[src/inc/capb_pkg.sv]
// Constants for the second capture channel control block
`default_nettype none

package capb_pkg;

  ////////////////////////////////////////////////////////////////////////
  // Register offsets (byte addresses)
  localparam logic [3:0] CTRL_OFFSET = 4'h0;
  localparam logic [3:0] STATUS_OFFSET = 4'h4;

  ////////////////////////////////////////////////////////////////////////
  // Control field positions
  localparam int CHAN_ON_BIT = 15;
  localparam int SHORT_DET_BIT = 11;
  localparam int RESAMPLE_BIT = 10;
  localparam int SCALE_BIT = 8;
  localparam int REPEAT_BIT = 7;
  localparam int ONE_PIC_BIT = 6;
  localparam int SECOND_FIELD_BIT = 5;
  localparam int FIRST_FIELD_BIT = 4;
  localparam int FMT_LSB = 0;
  localparam int FMT_W = 2;

  // Control reset value and writable bits
  localparam logic [31:0] CTRL_RESET = 32'h0000_0030;
  localparam logic [31:0] CTRL_WRITE_MASK = 32'h0000_8DF3;

  // Capture format codes
  localparam logic [1:0] FMT_EMBEDDED_8BIT = 2'h0;
  localparam logic [1:0] FMT_UNFORMATTED_8BIT = 2'h2;

  ////////////////////////////////////////////////////////////////////////
  // Status field positions
  localparam int ST_SHORT_BIT = 0;
  localparam int ST_ACTIVE_BIT = 1;
  localparam int ST_FIELD_BIT = 2;
  localparam int ST_COUNT_LSB = 8;
  localparam int ST_COUNT_W = 8;
  localparam logic [31:0] STATUS_W1C_MASK = 32'h0000_0001;

  ////////////////////////////////////////////////////////////////////////
  // Counts and reset values
  localparam int RAW_BLOCK_BYTES_DEF = 256;
  localparam int MIN_FIELD_BYTES_DEF = 1024;
  localparam int FIELD_COUNT_W_DEF = 24;
  localparam logic [1:0] PHASE_RESET = 2'h0;
  localparam logic [1:0] PHASE_LAST = 2'h3;
  localparam logic [1:0] PHASE_CR = 2'h2;
  localparam logic [31:0] READ_RESET = 32'h0000_0000;
  localparam logic [10:0] PIN_SYNC_RESET = 11'h400;

  // Capture sequencer states
  typedef enum logic [1:0] {seq_idle, seq_wait_frame, seq_in_frame, seq_raw_block} seq_t;

endpackage : capb_pkg

`default_nettype wire

[src/core/chroma_resample.sv]
// Chroma rate converter for the capture byte stream
`default_nettype none

module chroma_resample
  import capb_pkg::*;
(
  input wire logic clock,
  input wire logic srst,
  input wire logic restart,
  input wire logic resample_on,
  input wire logic in_valid,
  input wire logic [7:0] in_data,
  input wire logic in_chroma,
  input wire logic in_cr,
  output logic out_valid,
  output logic [7:0] out_data,
  output logic out_chroma
);

  logic [7:0] prev_cb_reg;
  logic [7:0] prev_cr_reg;
  logic have_cb_reg;
  logic have_cr_reg;
  logic [7:0] prev_sel;
  logic have_sel;
  logic [8:0] sum;

  assign prev_sel = in_cr ? prev_cr_reg : prev_cb_reg;
  assign have_sel = in_cr ? have_cr_reg : have_cb_reg;
  assign sum = {1'b0, prev_sel} + {1'b0, in_data};

  ////////////////////////////////////////////////////////////////////////
  // Previous chroma samples
  always_ff @(posedge clock)
  begin
    if (srst || restart)
    begin
      prev_cb_reg <= 8'h00;
      prev_cr_reg <= 8'h00;
      have_cb_reg <= 1'b0;
      have_cr_reg <= 1'b0;
    end
    else if (in_valid && in_chroma)
    begin
      if (in_cr)
      begin
        prev_cr_reg <= in_data;
        have_cr_reg <= 1'b1;
      end
      else
      begin
        prev_cb_reg <= in_data;
        have_cb_reg <= 1'b1;
      end
    end
  end

  ////////////////////////////////////////////////////////////////////////
  // Output stage, midpoint of neighbouring chroma when on
  always_ff @(posedge clock)
  begin
    if (srst)
    begin
      out_valid <= 1'b0;
      out_data <= 8'h00;
      out_chroma <= 1'b0;
    end
    else
    begin
      out_valid <= in_valid;
      out_chroma <= in_chroma;
      if (resample_on && in_chroma && have_sel)
        out_data <= sum[8:1];
      else
        out_data <= in_data;
    end
  end

endmodule : chroma_resample

`default_nettype wire

[src/core/capture_chan_b_ctrl.sv]
// Second capture channel control register and capture gating
//
// Summary of operation
// - Short field check only when enabled, video
// - Chroma resampled 4:2:2 to 4:2:0 when enabled
// - Reserved bits 9, 3-2 read zero
// - Repeat bit captures continuously, resets to zero
// - One picture bit captures frame or block
// - Second field captured when its bit set
// - First field captured when its bit set
// - Format resets to embedded sync 8-bit
// - Format 2h is raw, video controls ignored
`default_nettype none

module capture_chan_b_ctrl
  import capb_pkg::*;
#(
  parameter int RAW_BLOCK_BYTES = RAW_BLOCK_BYTES_DEF,
  parameter int MIN_FIELD_BYTES = MIN_FIELD_BYTES_DEF,
  parameter int FIELD_COUNT_W = FIELD_COUNT_W_DEF
)
(
  input wire logic clock,
  input wire logic srst,
  input wire logic [3:0] address,
  input wire logic read,
  input wire logic write,
  input wire logic [31:0] writedata,
  input wire logic [3:0] byteenable,
  output logic [31:0] readdata,
  output logic waitrequest,
  input wire logic [7:0] vid_data_pin,
  input wire logic vid_valid_pin,
  input wire logic vid_field_pin,
  input wire logic vid_vblank_pin,
  output logic [7:0] cap_data,
  output logic cap_valid,
  output logic cap_chroma
);

  if (RAW_BLOCK_BYTES < 2 || MIN_FIELD_BYTES < 1 || FIELD_COUNT_W < 2 || FIELD_COUNT_W > 31
      || MIN_FIELD_BYTES >= (1 << FIELD_COUNT_W) || RAW_BLOCK_BYTES >= (1 << FIELD_COUNT_W))
  begin : g_bad_params
    $error("capture_chan_b_ctrl: unsupported parameter values");
  end

  function automatic logic [31:0] lane_mask(input logic [3:0] be);
    lane_mask = {{8{be[3]}}, {8{be[2]}}, {8{be[1]}}, {8{be[0]}}};
  endfunction : lane_mask

  localparam logic [FIELD_COUNT_W-1:0] MIN_COUNT = FIELD_COUNT_W'(MIN_FIELD_BYTES);
  localparam logic [FIELD_COUNT_W-1:0] BLOCK_LAST = FIELD_COUNT_W'(RAW_BLOCK_BYTES - 1);
  localparam logic [FIELD_COUNT_W-1:0] COUNT_MAX = {FIELD_COUNT_W{1'b1}};

  logic [31:0] ctrl_reg;
  logic short_seen_reg;
  logic [ST_COUNT_W-1:0] done_count_reg;
  logic [10:0] pin_s1_reg;
  logic [10:0] pin_s2_reg;
  logic vblank_d_reg;
  seq_t seq_reg;
  logic field_capture_reg;
  logic [1:0] phase_reg;
  logic group_reg;
  logic [FIELD_COUNT_W-1:0] field_bytes_reg;
  logic [FIELD_COUNT_W-1:0] block_bytes_reg;

  ////////////////////////////////////////////////////////////////////////
  // Field decode
  logic chan_on, short_on, resample_on, scale_on, repeat_on, one_pic, second_on, first_on;
  logic [1:0] fmt;
  logic fmt_embedded, fmt_raw;
  assign chan_on = ctrl_reg[CHAN_ON_BIT];
  assign short_on = ctrl_reg[SHORT_DET_BIT];
  assign resample_on = ctrl_reg[RESAMPLE_BIT];
  assign scale_on = ctrl_reg[SCALE_BIT];
  assign repeat_on = ctrl_reg[REPEAT_BIT];
  assign one_pic = ctrl_reg[ONE_PIC_BIT];
  assign second_on = ctrl_reg[SECOND_FIELD_BIT];
  assign first_on = ctrl_reg[FIRST_FIELD_BIT];
  assign fmt = ctrl_reg[FMT_LSB +: FMT_W];
  assign fmt_embedded = (fmt == FMT_EMBEDDED_8BIT);
  assign fmt_raw = (fmt == FMT_UNFORMATTED_8BIT);

  ////////////////////////////////////////////////////////////////////////
  // Bus access decode
  logic req, access, wr_ctrl, wr_status;
  logic [31:0] wmask;
  assign req = read | write;
  assign access = req & ~waitrequest;
  assign wmask = lane_mask(byteenable);
  assign wr_ctrl = access & write & (address == CTRL_OFFSET);
  assign wr_status = access & write & (address == STATUS_OFFSET);

  ////////////////////////////////////////////////////////////////////////
  // Pin synchronisers
  always_ff @(posedge clock)
  begin
    if (srst)
    begin
      // Blank idles high: no false field end after reset
      pin_s1_reg <= PIN_SYNC_RESET;
      pin_s2_reg <= PIN_SYNC_RESET;
      vblank_d_reg <= 1'b1;
    end
    else
    begin
      pin_s1_reg <= {vid_vblank_pin, vid_field_pin, vid_valid_pin, vid_data_pin};
      pin_s2_reg <= pin_s1_reg;
      vblank_d_reg <= pin_s2_reg[10];
    end
  end

  logic [7:0] vdata;
  logic vvalid, vfield, vblank, field_start, field_end;
  assign vdata = pin_s2_reg[7:0];
  assign vvalid = pin_s2_reg[8];
  assign vfield = pin_s2_reg[9];
  assign vblank = pin_s2_reg[10];
  assign field_start = vblank_d_reg & ~vblank;
  assign field_end = ~vblank_d_reg & vblank;

  ////////////////////////////////////////////////////////////////////////
  // Byte acceptance and scaling
  logic video_take, raw_take, keep_byte, done;
  assign video_take = field_capture_reg & vvalid & ~vblank & chan_on & fmt_embedded;
  assign raw_take = chan_on & fmt_raw & vvalid & (repeat_on | (seq_reg == seq_raw_block));
  assign keep_byte = raw_take | (video_take & ~(scale_on & group_reg));

  always_ff @(posedge clock)
  begin
    if (srst || field_start)
    begin
      phase_reg <= PHASE_RESET;
      group_reg <= 1'b0;
    end
    else if (video_take)
    begin
      phase_reg <= phase_reg + 2'h1;
      if (phase_reg == PHASE_LAST)
        group_reg <= ~group_reg;
    end
  end

  ////////////////////////////////////////////////////////////////////////
  // Field capture gate
  logic pick_field, frame_ok;
  assign pick_field = vfield ? second_on : first_on;
  assign frame_ok = repeat_on | (seq_reg == seq_wait_frame & ~vfield) | (seq_reg == seq_in_frame);

  always_ff @(posedge clock)
  begin
    if (srst || field_end)
      field_capture_reg <= 1'b0;
    else if (field_start)
      field_capture_reg <= chan_on & fmt_embedded & pick_field & frame_ok;
  end

  ////////////////////////////////////////////////////////////////////////
  // Single picture and block sequencer
  always_ff @(posedge clock)
  begin
    if (srst)
      seq_reg <= seq_idle;
    else if (!chan_on)
      seq_reg <= seq_idle;
    else
    begin
      case (seq_reg)
        seq_idle:
          if (one_pic && !done)
            seq_reg <= fmt_raw ? seq_raw_block : (fmt_embedded ? seq_wait_frame : seq_idle);
        seq_wait_frame:
          if (field_start && !vfield)
            seq_reg <= seq_in_frame;
        seq_in_frame:
          if (field_end && vfield)
            seq_reg <= seq_idle;
        seq_raw_block:
          if (raw_take && block_bytes_reg == BLOCK_LAST)
            seq_reg <= seq_idle;
        default:
          seq_reg <= seq_idle;
      endcase
    end
  end

  assign done = chan_on & (((seq_reg == seq_in_frame) & field_end & vfield)
    | ((seq_reg == seq_raw_block) & raw_take & (block_bytes_reg == BLOCK_LAST)));

  always_ff @(posedge clock)
  begin
    if (srst || seq_reg != seq_raw_block)
      block_bytes_reg <= '0;
    else if (raw_take)
      block_bytes_reg <= block_bytes_reg + FIELD_COUNT_W'(1);
  end

  ////////////////////////////////////////////////////////////////////////
  // Short field detection
  always_ff @(posedge clock)
  begin
    if (srst || field_start)
      field_bytes_reg <= '0;
    else if (vvalid && !vblank && field_bytes_reg != COUNT_MAX)
      field_bytes_reg <= field_bytes_reg + FIELD_COUNT_W'(1);
  end

  logic short_event;
  assign short_event = field_end & short_on & chan_on & fmt_embedded & (field_bytes_reg < MIN_COUNT);

  always_ff @(posedge clock)
  begin
    if (srst)
      short_seen_reg <= 1'b0;
    else if (short_event)
      short_seen_reg <= 1'b1;
    else if (wr_status && wmask[ST_SHORT_BIT] && writedata[ST_SHORT_BIT])
      short_seen_reg <= 1'b0;
  end

  always_ff @(posedge clock)
  begin
    if (srst)
      done_count_reg <= '0;
    else if (done)
      done_count_reg <= done_count_reg + ST_COUNT_W'(1);
  end

  ////////////////////////////////////////////////////////////////////////
  // Control register; settings assumed stable while channel on
  always_ff @(posedge clock)
  begin
    if (srst)
      ctrl_reg <= CTRL_RESET;
    else if (wr_ctrl)
      ctrl_reg <= ((ctrl_reg & ~wmask) | (writedata & wmask)) & CTRL_WRITE_MASK;
    else if (done)
      ctrl_reg[ONE_PIC_BIT] <= 1'b0;
  end

  ////////////////////////////////////////////////////////////////////////
  // Avalon slave: one wait cycle per access
  logic [31:0] status_word;
  always_comb
  begin
    status_word = '0;
    status_word[ST_SHORT_BIT] = short_seen_reg;
    status_word[ST_ACTIVE_BIT] = (seq_reg != seq_idle) | field_capture_reg;
    status_word[ST_FIELD_BIT] = vfield;
    status_word[ST_COUNT_LSB +: ST_COUNT_W] = done_count_reg;
  end

  always_ff @(posedge clock)
  begin
    if (srst)
      waitrequest <= 1'b1;
    else
      waitrequest <= ~(req & waitrequest);
  end

  always_ff @(posedge clock)
  begin
    if (srst)
      readdata <= READ_RESET;
    else if (read && waitrequest)
    begin
      case (address)
        CTRL_OFFSET: readdata <= ctrl_reg & CTRL_WRITE_MASK;
        STATUS_OFFSET: readdata <= status_word;
        default: readdata <= READ_RESET;
      endcase
    end
  end

  ////////////////////////////////////////////////////////////////////////
  // Chroma converter and output stage
  chroma_resample u_resample (
    .clock(clock),
    .srst(srst),
    .restart(field_start),
    .resample_on(resample_on & fmt_embedded),
    .in_valid(keep_byte),
    .in_data(vdata),
    .in_chroma(video_take & ~phase_reg[0]),
    .in_cr(phase_reg == PHASE_CR),
    .out_valid(cap_valid),
    .out_data(cap_data),
    .out_chroma(cap_chroma)
  );
endmodule : capture_chan_b_ctrl

`default_nettype wire

[config.mk]
export PLATFORM = sky130hd
export DESIGN_NAME = capture_chan_b_ctrl
export DESIGN_NICKNAME = d
export VERILOG_FILES = /design/src/inc/capb_pkg.sv /design/src/core/chroma_resample.sv /design/src/core/capture_chan_b_ctrl.sv
export SDC_FILE = /design/constraint.sdc
export NUM_CORES = 1
export LEC_CHECK = 0
export ABC_CLOCK_PERIOD_IN_PS = 3550
export BUFFER_PORTS_ARGS = -buffer_cell sky130_fd_sc_hd__buf_2
export CAP_MARGIN = 30
export CORE_AREA = 2 2 122 124
export DETAILED_ROUTE_END_ITERATION = 12
export DIE_AREA = 0 0 124 126
export PLACE_DENSITY = 0.76
export SYNTH_ARGS = -nofsm -noshare
export SYNTH_HDL_FRONTEND = slang
export SYNTH_SLANG_ARGS = --single-unit
[constraint.sdc]
create_clock -name clock -period 3.55 [get_ports clock]
set_input_delay 0.1775 -clock clock [delete_from_list [all_inputs] [get_ports clock]]
set_output_delay 0.1775 -clock clock [all_outputs]
set_load 0.005 [all_outputs]
==> results of run 1 <==
[cells by family after synthesis]
family | count (synthesis) | share of synthesized area [%]
adders and majority gates | 13 | 2.67
and+or+nand+nor | 334 | 26.8
muxes | 36 | 5.96
other | 1 | 0.0589
buffers and inverters | 67 | 5.09
xor gates and xnor gates | 35 | 4.82
DFF | 140 | 44.1
AOI/OAI and AO/OA | 104 | 10.5
[layout by cell type, fill, tap and decap left out, drive strengths merged, types with 17 or more instances in the layout]
| cell | synthesis | layout |
|---|---|---|
| nor2b | 31 | 31 |
| nand2 | 66 | 66 |
| nand4 | 17 | 17 |
| nand3 | 44 | 44 |
| nor4 | 22 | 22 |
| nor2 | 81 | 81 |
| a21oi | 43 | 43 |
| buf | 23 | 63 |
| nor3 | 18 | 18 |
| conb | 1 | 17 |
| clkbuf | 28 | 21 |
| xnor2 | 24 | 24 |
| mux2i | 21 | 21 |
| dfxtp | 140 | 140 |
[worst min path at each step]
stage                           endpoint  slack, ps            start
after global placement     pin_s1_reg[1]        390  vid_data_pin[1]
after detailed placement   pin_s1_reg[6]        390  vid_data_pin[6]
final                           register         20     writedata[8]
after CTS                       register          7     writedata[8]
after global routing            register         20     writedata[1]
after floorplan           pin_s1_reg[10]        280   vid_vblank_pin
[per-layer routing]
metal  share of wire [%]  track usage (%)  vias to the layer above
li1                    -                -                     2679
met1                  46             24.9                     2479
met2                  48             29.4                      112
met3                 3.5             4.66                       21
met4                 1.7             7.67                        0
met5                   0                0                        -
[worst max-delay path, cell delays in order, from the launching register on]
cell      delay, ps
dfxtp_1         330
inv_1           110
ha_1            490
mux2_2          400
ha_1            350
a21oi_1         120
a21boi_0        240
a211oi_1        130
or4b_1          500
nand3_1          90
[area by class of cell]
class	count	area, µm²
multi-input combinational	539	3300
fill	1312	6860
clock buffer	21	470
inverter	16	60.1
timing repair buffer	79	493
sequential	140	2800
tap	184	230
clock inverter	11	93.8
[metrics by stage]
step / instance area (µm²) / power, mW
final: 7450 / 3.41
after global routing: 7450 / 3.53
after CTS: 7450 / 3.44
after detailed placement: 6730 / 1.75
after global placement: 6730 / 1.75
after floorplan: 6420 / 1.72
[power by group through the flow]
stage	clock (mW)	sequential [mW]	combinational [mW]
2_1_floorplan	0	1.64	0.0792
3_3_place_gp	0	1.64	0.109
3_5_place_dp	0	1.64	0.111
4_1_cts	1.71	1.61	0.125
5_1_grt	1.78	1.61	0.141
6_report	1.68	1.61	0.126
==> results.cfg, run 1 <==
[worst_setup_path]
r2r_end = u_resample.out_data[6]
worstRegToRegCells = 9
start_kind = register
path_class = register to register
worst_ep_arrival_time_ps = 3190
cp_max_fo = 11
r2r-start = phase_reg[0]
required_ps = 3910
r2r_setup_slack_ps = 720
startpoint = phase_reg[0]
cp-endpoint = u_resample.out_data[6]
endpoint_kind = register

[global_routing]
grt_overflow_total = 0
grt_max_degree = 70
grt_pass1_vias = 4848
grt_use_total_pct = 18.9
grt_pass1_wl_um = 23300
antenna_found_initial = 0

[synthesis]
async_flop_share_pct = 0
synth_flop_cell = dfxtp_1
synth_top_cells_by_count = dfxtp_1 (140), nor2_1 (81), nand2_1 (66)
synth_edf_count = 0
yosysWarnings = 0
synthCells = 730
yosysSeqAreaShare_pct = 44.1
yosysTopAreaCellShare_pct = 44.1
synthDistinctLibCells = 57
yosysMostFrequentCell = dfxtp_1
yosys-top-cells-area = dfxtp_1 (44%), nor2_1 (4.8%), nand2_1 (3.9%)
syn-cell-area_um2 = 6360
yosys.area.top_type = dfxtp_1
synth.avg_cell_area_um2 = 8.72
ys_seq_elements = 140

[cells_and_area]
layout.cells.non_filler = 990
layout.nets = 861
final_util_pct = 52.1
drive_above_1_share_pct = 14.9
area_delta_synth_final_pct = 17.1
diodes = 0

[sta]
max_slew_margin_pct = 37.7
period_needed_ps = 2830
hold_violations = 0
hold_ws_ps = 23.6
fin_tns_setup_ps = 0
rsz0062_at_grt = false
final_max_slew_viol_count = 0
setup_viol = 0
finClkSkew_ps = 6.04
max_slew.worst_pin.slew_ps = 932
max_freq_mhz = 353
fin_crit_sh_pct = 79.7
finalWorstSetupSlack_ps = 720

[route]
drc = 0
drtIter0Drc = 343
ant_nets = 0
viasPerCell = 5.34
drt-pass1-iter-count = 5
routed_wl_um = 13900
vias = 5291
wire_per_inst_um = 14.0

[pwr]
p_sw_share_pct = 22.1
p_seq_share_pct = 47.1
pwr-share-clk_pct = 49.2
p_int_mw = 2.66
vdd_drop_max_uv = 365
pwr_density_cell_nw_per_um2 = 458
p_leak_nw = 2.76
p_switching_mw = 0.754
combPwrFrac_pct = 3.7

[place]
dpl_worst_slack_ps = 740
place_hpwl_um = 9160
placed_cells = 942
gp_congestion = 0.812
numPortBuffers = 56

[cts]
post-cts-setup-buffers = 0
ctsHtreeMaxLevel = 4
path_clk_slew_ps = 60
clock-sinks = 140
cts-root-buf = clkbuf_16
clockBufferDepth = 2
clk_latency_ps = 420
tritoncts = yes
holdBufCountCts = 16
cts-buffers-inserted = 17
cts.repair.resized = 0

[flow_run]
cap_violations = 0

[floorplanning]
initial_core_util_pct = 44.4
io_pins = 98
num_rows = 44
die_w_um = 124
fp.dieH_um = 126
die_area_um2 = 15600
coreArea_um2 = 14300

[worst_hold_path]
whs_path_depth = 3
hold_class = primary input to register

[status]
outcome = complete, no violations
Note: power is estimated with default switching activity, not from simulation.
==> run 2: changes to the inputs <==
ABC_CLOCK_PERIOD_IN_PS = 2400   (was 3550)
PLACE_DENSITY = 0.79   (was 0.76)
clock period = 2.4 ns   (was 3.55 ns; I/O delays follow)
==> run 2 against run 1 <==
  * Setup slack worse by 700 ps
  * Largest power group unchanged
  * Sequential cell count unchanged
  * Critical endpoint is now done_count_reg[4]
  * Clock skew up 7.0 ps
==> results.cfg, run 2 (synthesis results as in run 1) <==
[sta]
fin_tns_setup_ps = 0
final_max_slew_viol_count = 0
finalWorstSetupSlack_ps = 21.7
fin_crit_sh_pct = 99.1
max_slew_margin_pct = 53.1
period_needed_ps = 2380
hold_ws_ps = 28.7
setup_viol = 0
hold_violations = 0
max_freq_mhz = 420
finClkSkew_ps = 13.1
rsz0062_at_grt = true
max_slew.worst_pin.slew_ps = 694

[floorplanning]
io_pins = 98
initial_core_util_pct = 44.4
fp.dieH_um = 126
die_w_um = 124
coreArea_um2 = 14300
num_rows = 44
die_area_um2 = 15600

[worst_setup_path]
worstRegToRegCells = 6
crit_slowest_cell = or4b_4
r2r-start = block_bytes_reg[11]
path_cells = or4_4 > nor3_2 > or4b_4 > buf_6 > a211oi_2 > mux2_2
critPathTopFamily = simple AND/OR/NAND/NOR gates
endpoint_kind = register
r2r_setup_slack_ps = 20
startpoint = block_bytes_reg[11]
cp_slowest_stage_delay_ps = 580
cp_max_fo = 6
path_class = register to register
critPathBufInv = 1
required_ps = 2710
start_kind = register
worst_ep_arrival_time_ps = 2680
r2r_end = done_count_reg[4]

[pwr]
p_seq_share_pct = 43.9
vdd_drop_max_uv = 588
pwr-share-clk_pct = 52.2
p_sw_share_pct = 21.4
p_switching_mw = 1.16
p_total_mw = 5.41
p_leak_nw = 3.10
p_int_mw = 4.25
combPwrFrac_pct = 3.9
pwr_density_cell_nw_per_um2 = 666

[status]
outcome = complete, no violations

[global_routing]
grt_use_total_pct = 19.7
grt_pass1_vias = 5200
grt_pass1_wl_um = 24600
antenna_found_initial = 0
grt_overflow_total = 0
grt_max_degree = 43

[place]
place_hpwl_um = 9920
gp_congestion = 0.852
place_area_um2 = 7090
dpl_worst_slack_ps = -230
placed_cells = 989
numPortBuffers = 56

[cells_and_area]
diodes = 0
layout.cells.most_common_list = dfxtp_1 (138), nor2_1 (81), nand2_1 (66)
design_area_um2 = 8120
final_util_pct = 56.7
drive_above_1_share_pct = 22.0
layout.nets = 919
layout.cells.non_filler = 1048
area_delta_synth_final_pct = 27.6
layout_commonest_cell = dfxtp_1

[route]
wire_per_inst_um = 14.2
routed_wl_um = 14900
vias = 5601
ant_nets = 0
drtIter0Drc = 369
drc = 0
viasPerCell = 5.34
drt-pass1-iter-count = 5

[cts]
cts-root-buf = clkbuf_16
clock-sinks = 140
clockBufferDepth = 2
clk_latency_ps = 420
ctsHtreeMaxLevel = 4
path_clk_slew_ps = 60
tritoncts = yes
cts-buffers-inserted = 17

[worst_hold_path]
whs_path_depth = 3
hp-start = byteenable[1]
hold_class = primary input to register

[flow_run]
cap_violations = 0
-- run 2: cell types whose count changed in the layout (fill, tap and decap cells not counted), sizes merged --
cell         change
clkinvlp         -2
clkinv           -3
clkbuf           -1
buf             +52
bufinv           +3
inv              +3
dlygate4sd3      +6
-- run 2: routing by layer --
layer  global-route usage (%)  routed length (µm)
met5                        0                   0
met4                     7.87                 351
met3                     5.30                 596
met2                     32.1                7260
met1                     24.8                6700
-- run 2: how the worst max path moves through the flow --
stage                                   endpoint  slack, ps  cells past startpoint
after floorplan                done_count_reg[7]         -2                      6
after global placement    u_resample.out_data[6]       -120                      9
after detailed placement  u_resample.out_data[6]       -230                      9
after CTS                 u_resample.out_data[6]          9                      9
after global routing      u_resample.out_data[6]       -120                     10
final                          done_count_reg[4]         20                      6
-- run 2: power by group through the flow --
stage | clock (mW) | combinational [mW] | sequential (mW)
after CTS | 2.86 | 0.204 | 2.37
after global routing | 2.98 | 0.233 | 2.38
after global placement | 0 | 0.174 | 2.42
after detailed placement | 0 | 0.175 | 2.42
after floorplan | 0 | 0.118 | 2.42
final | 2.82 | 0.212 | 2.37
-- run 2: final cells by class --
| cell class | count | area, µm² |
|---|---|---|
| tap | 184 | 230 |
| sequential | 140 | 2810 |
| inverter | 16 | 60.1 |
| multi-input combinational | 539 | 3440 |
| fill | 1247 | 6190 |
| clock inverter | 12 | 184 |
| clock buffer | 20 | 457 |
| timing repair buffer | 137 | 947 |
-- run 2: worst reg2reg max path, delay by kind of cell, from the launching register on --
| kind | cells | cell delay (ps) |
|---|---|---|
| flops | 1 | 310 |
| compound gates | 1 | 230 |
| simple gates | 3 | 1210 |
| mux | 1 | 360 |
| buf+inv | 1 | 170 |
-- run 2: what timing repair did --
item | 4_1_cts | 5_1_grt
endpoints found under the setup margin | 9 | 10
hold buffers | 22 | 0
hold endpoints to repair | 21 | 0
gates resized for setup | 8 | 18
pin swaps | 3 | 8
setup buffers | 3 | 2
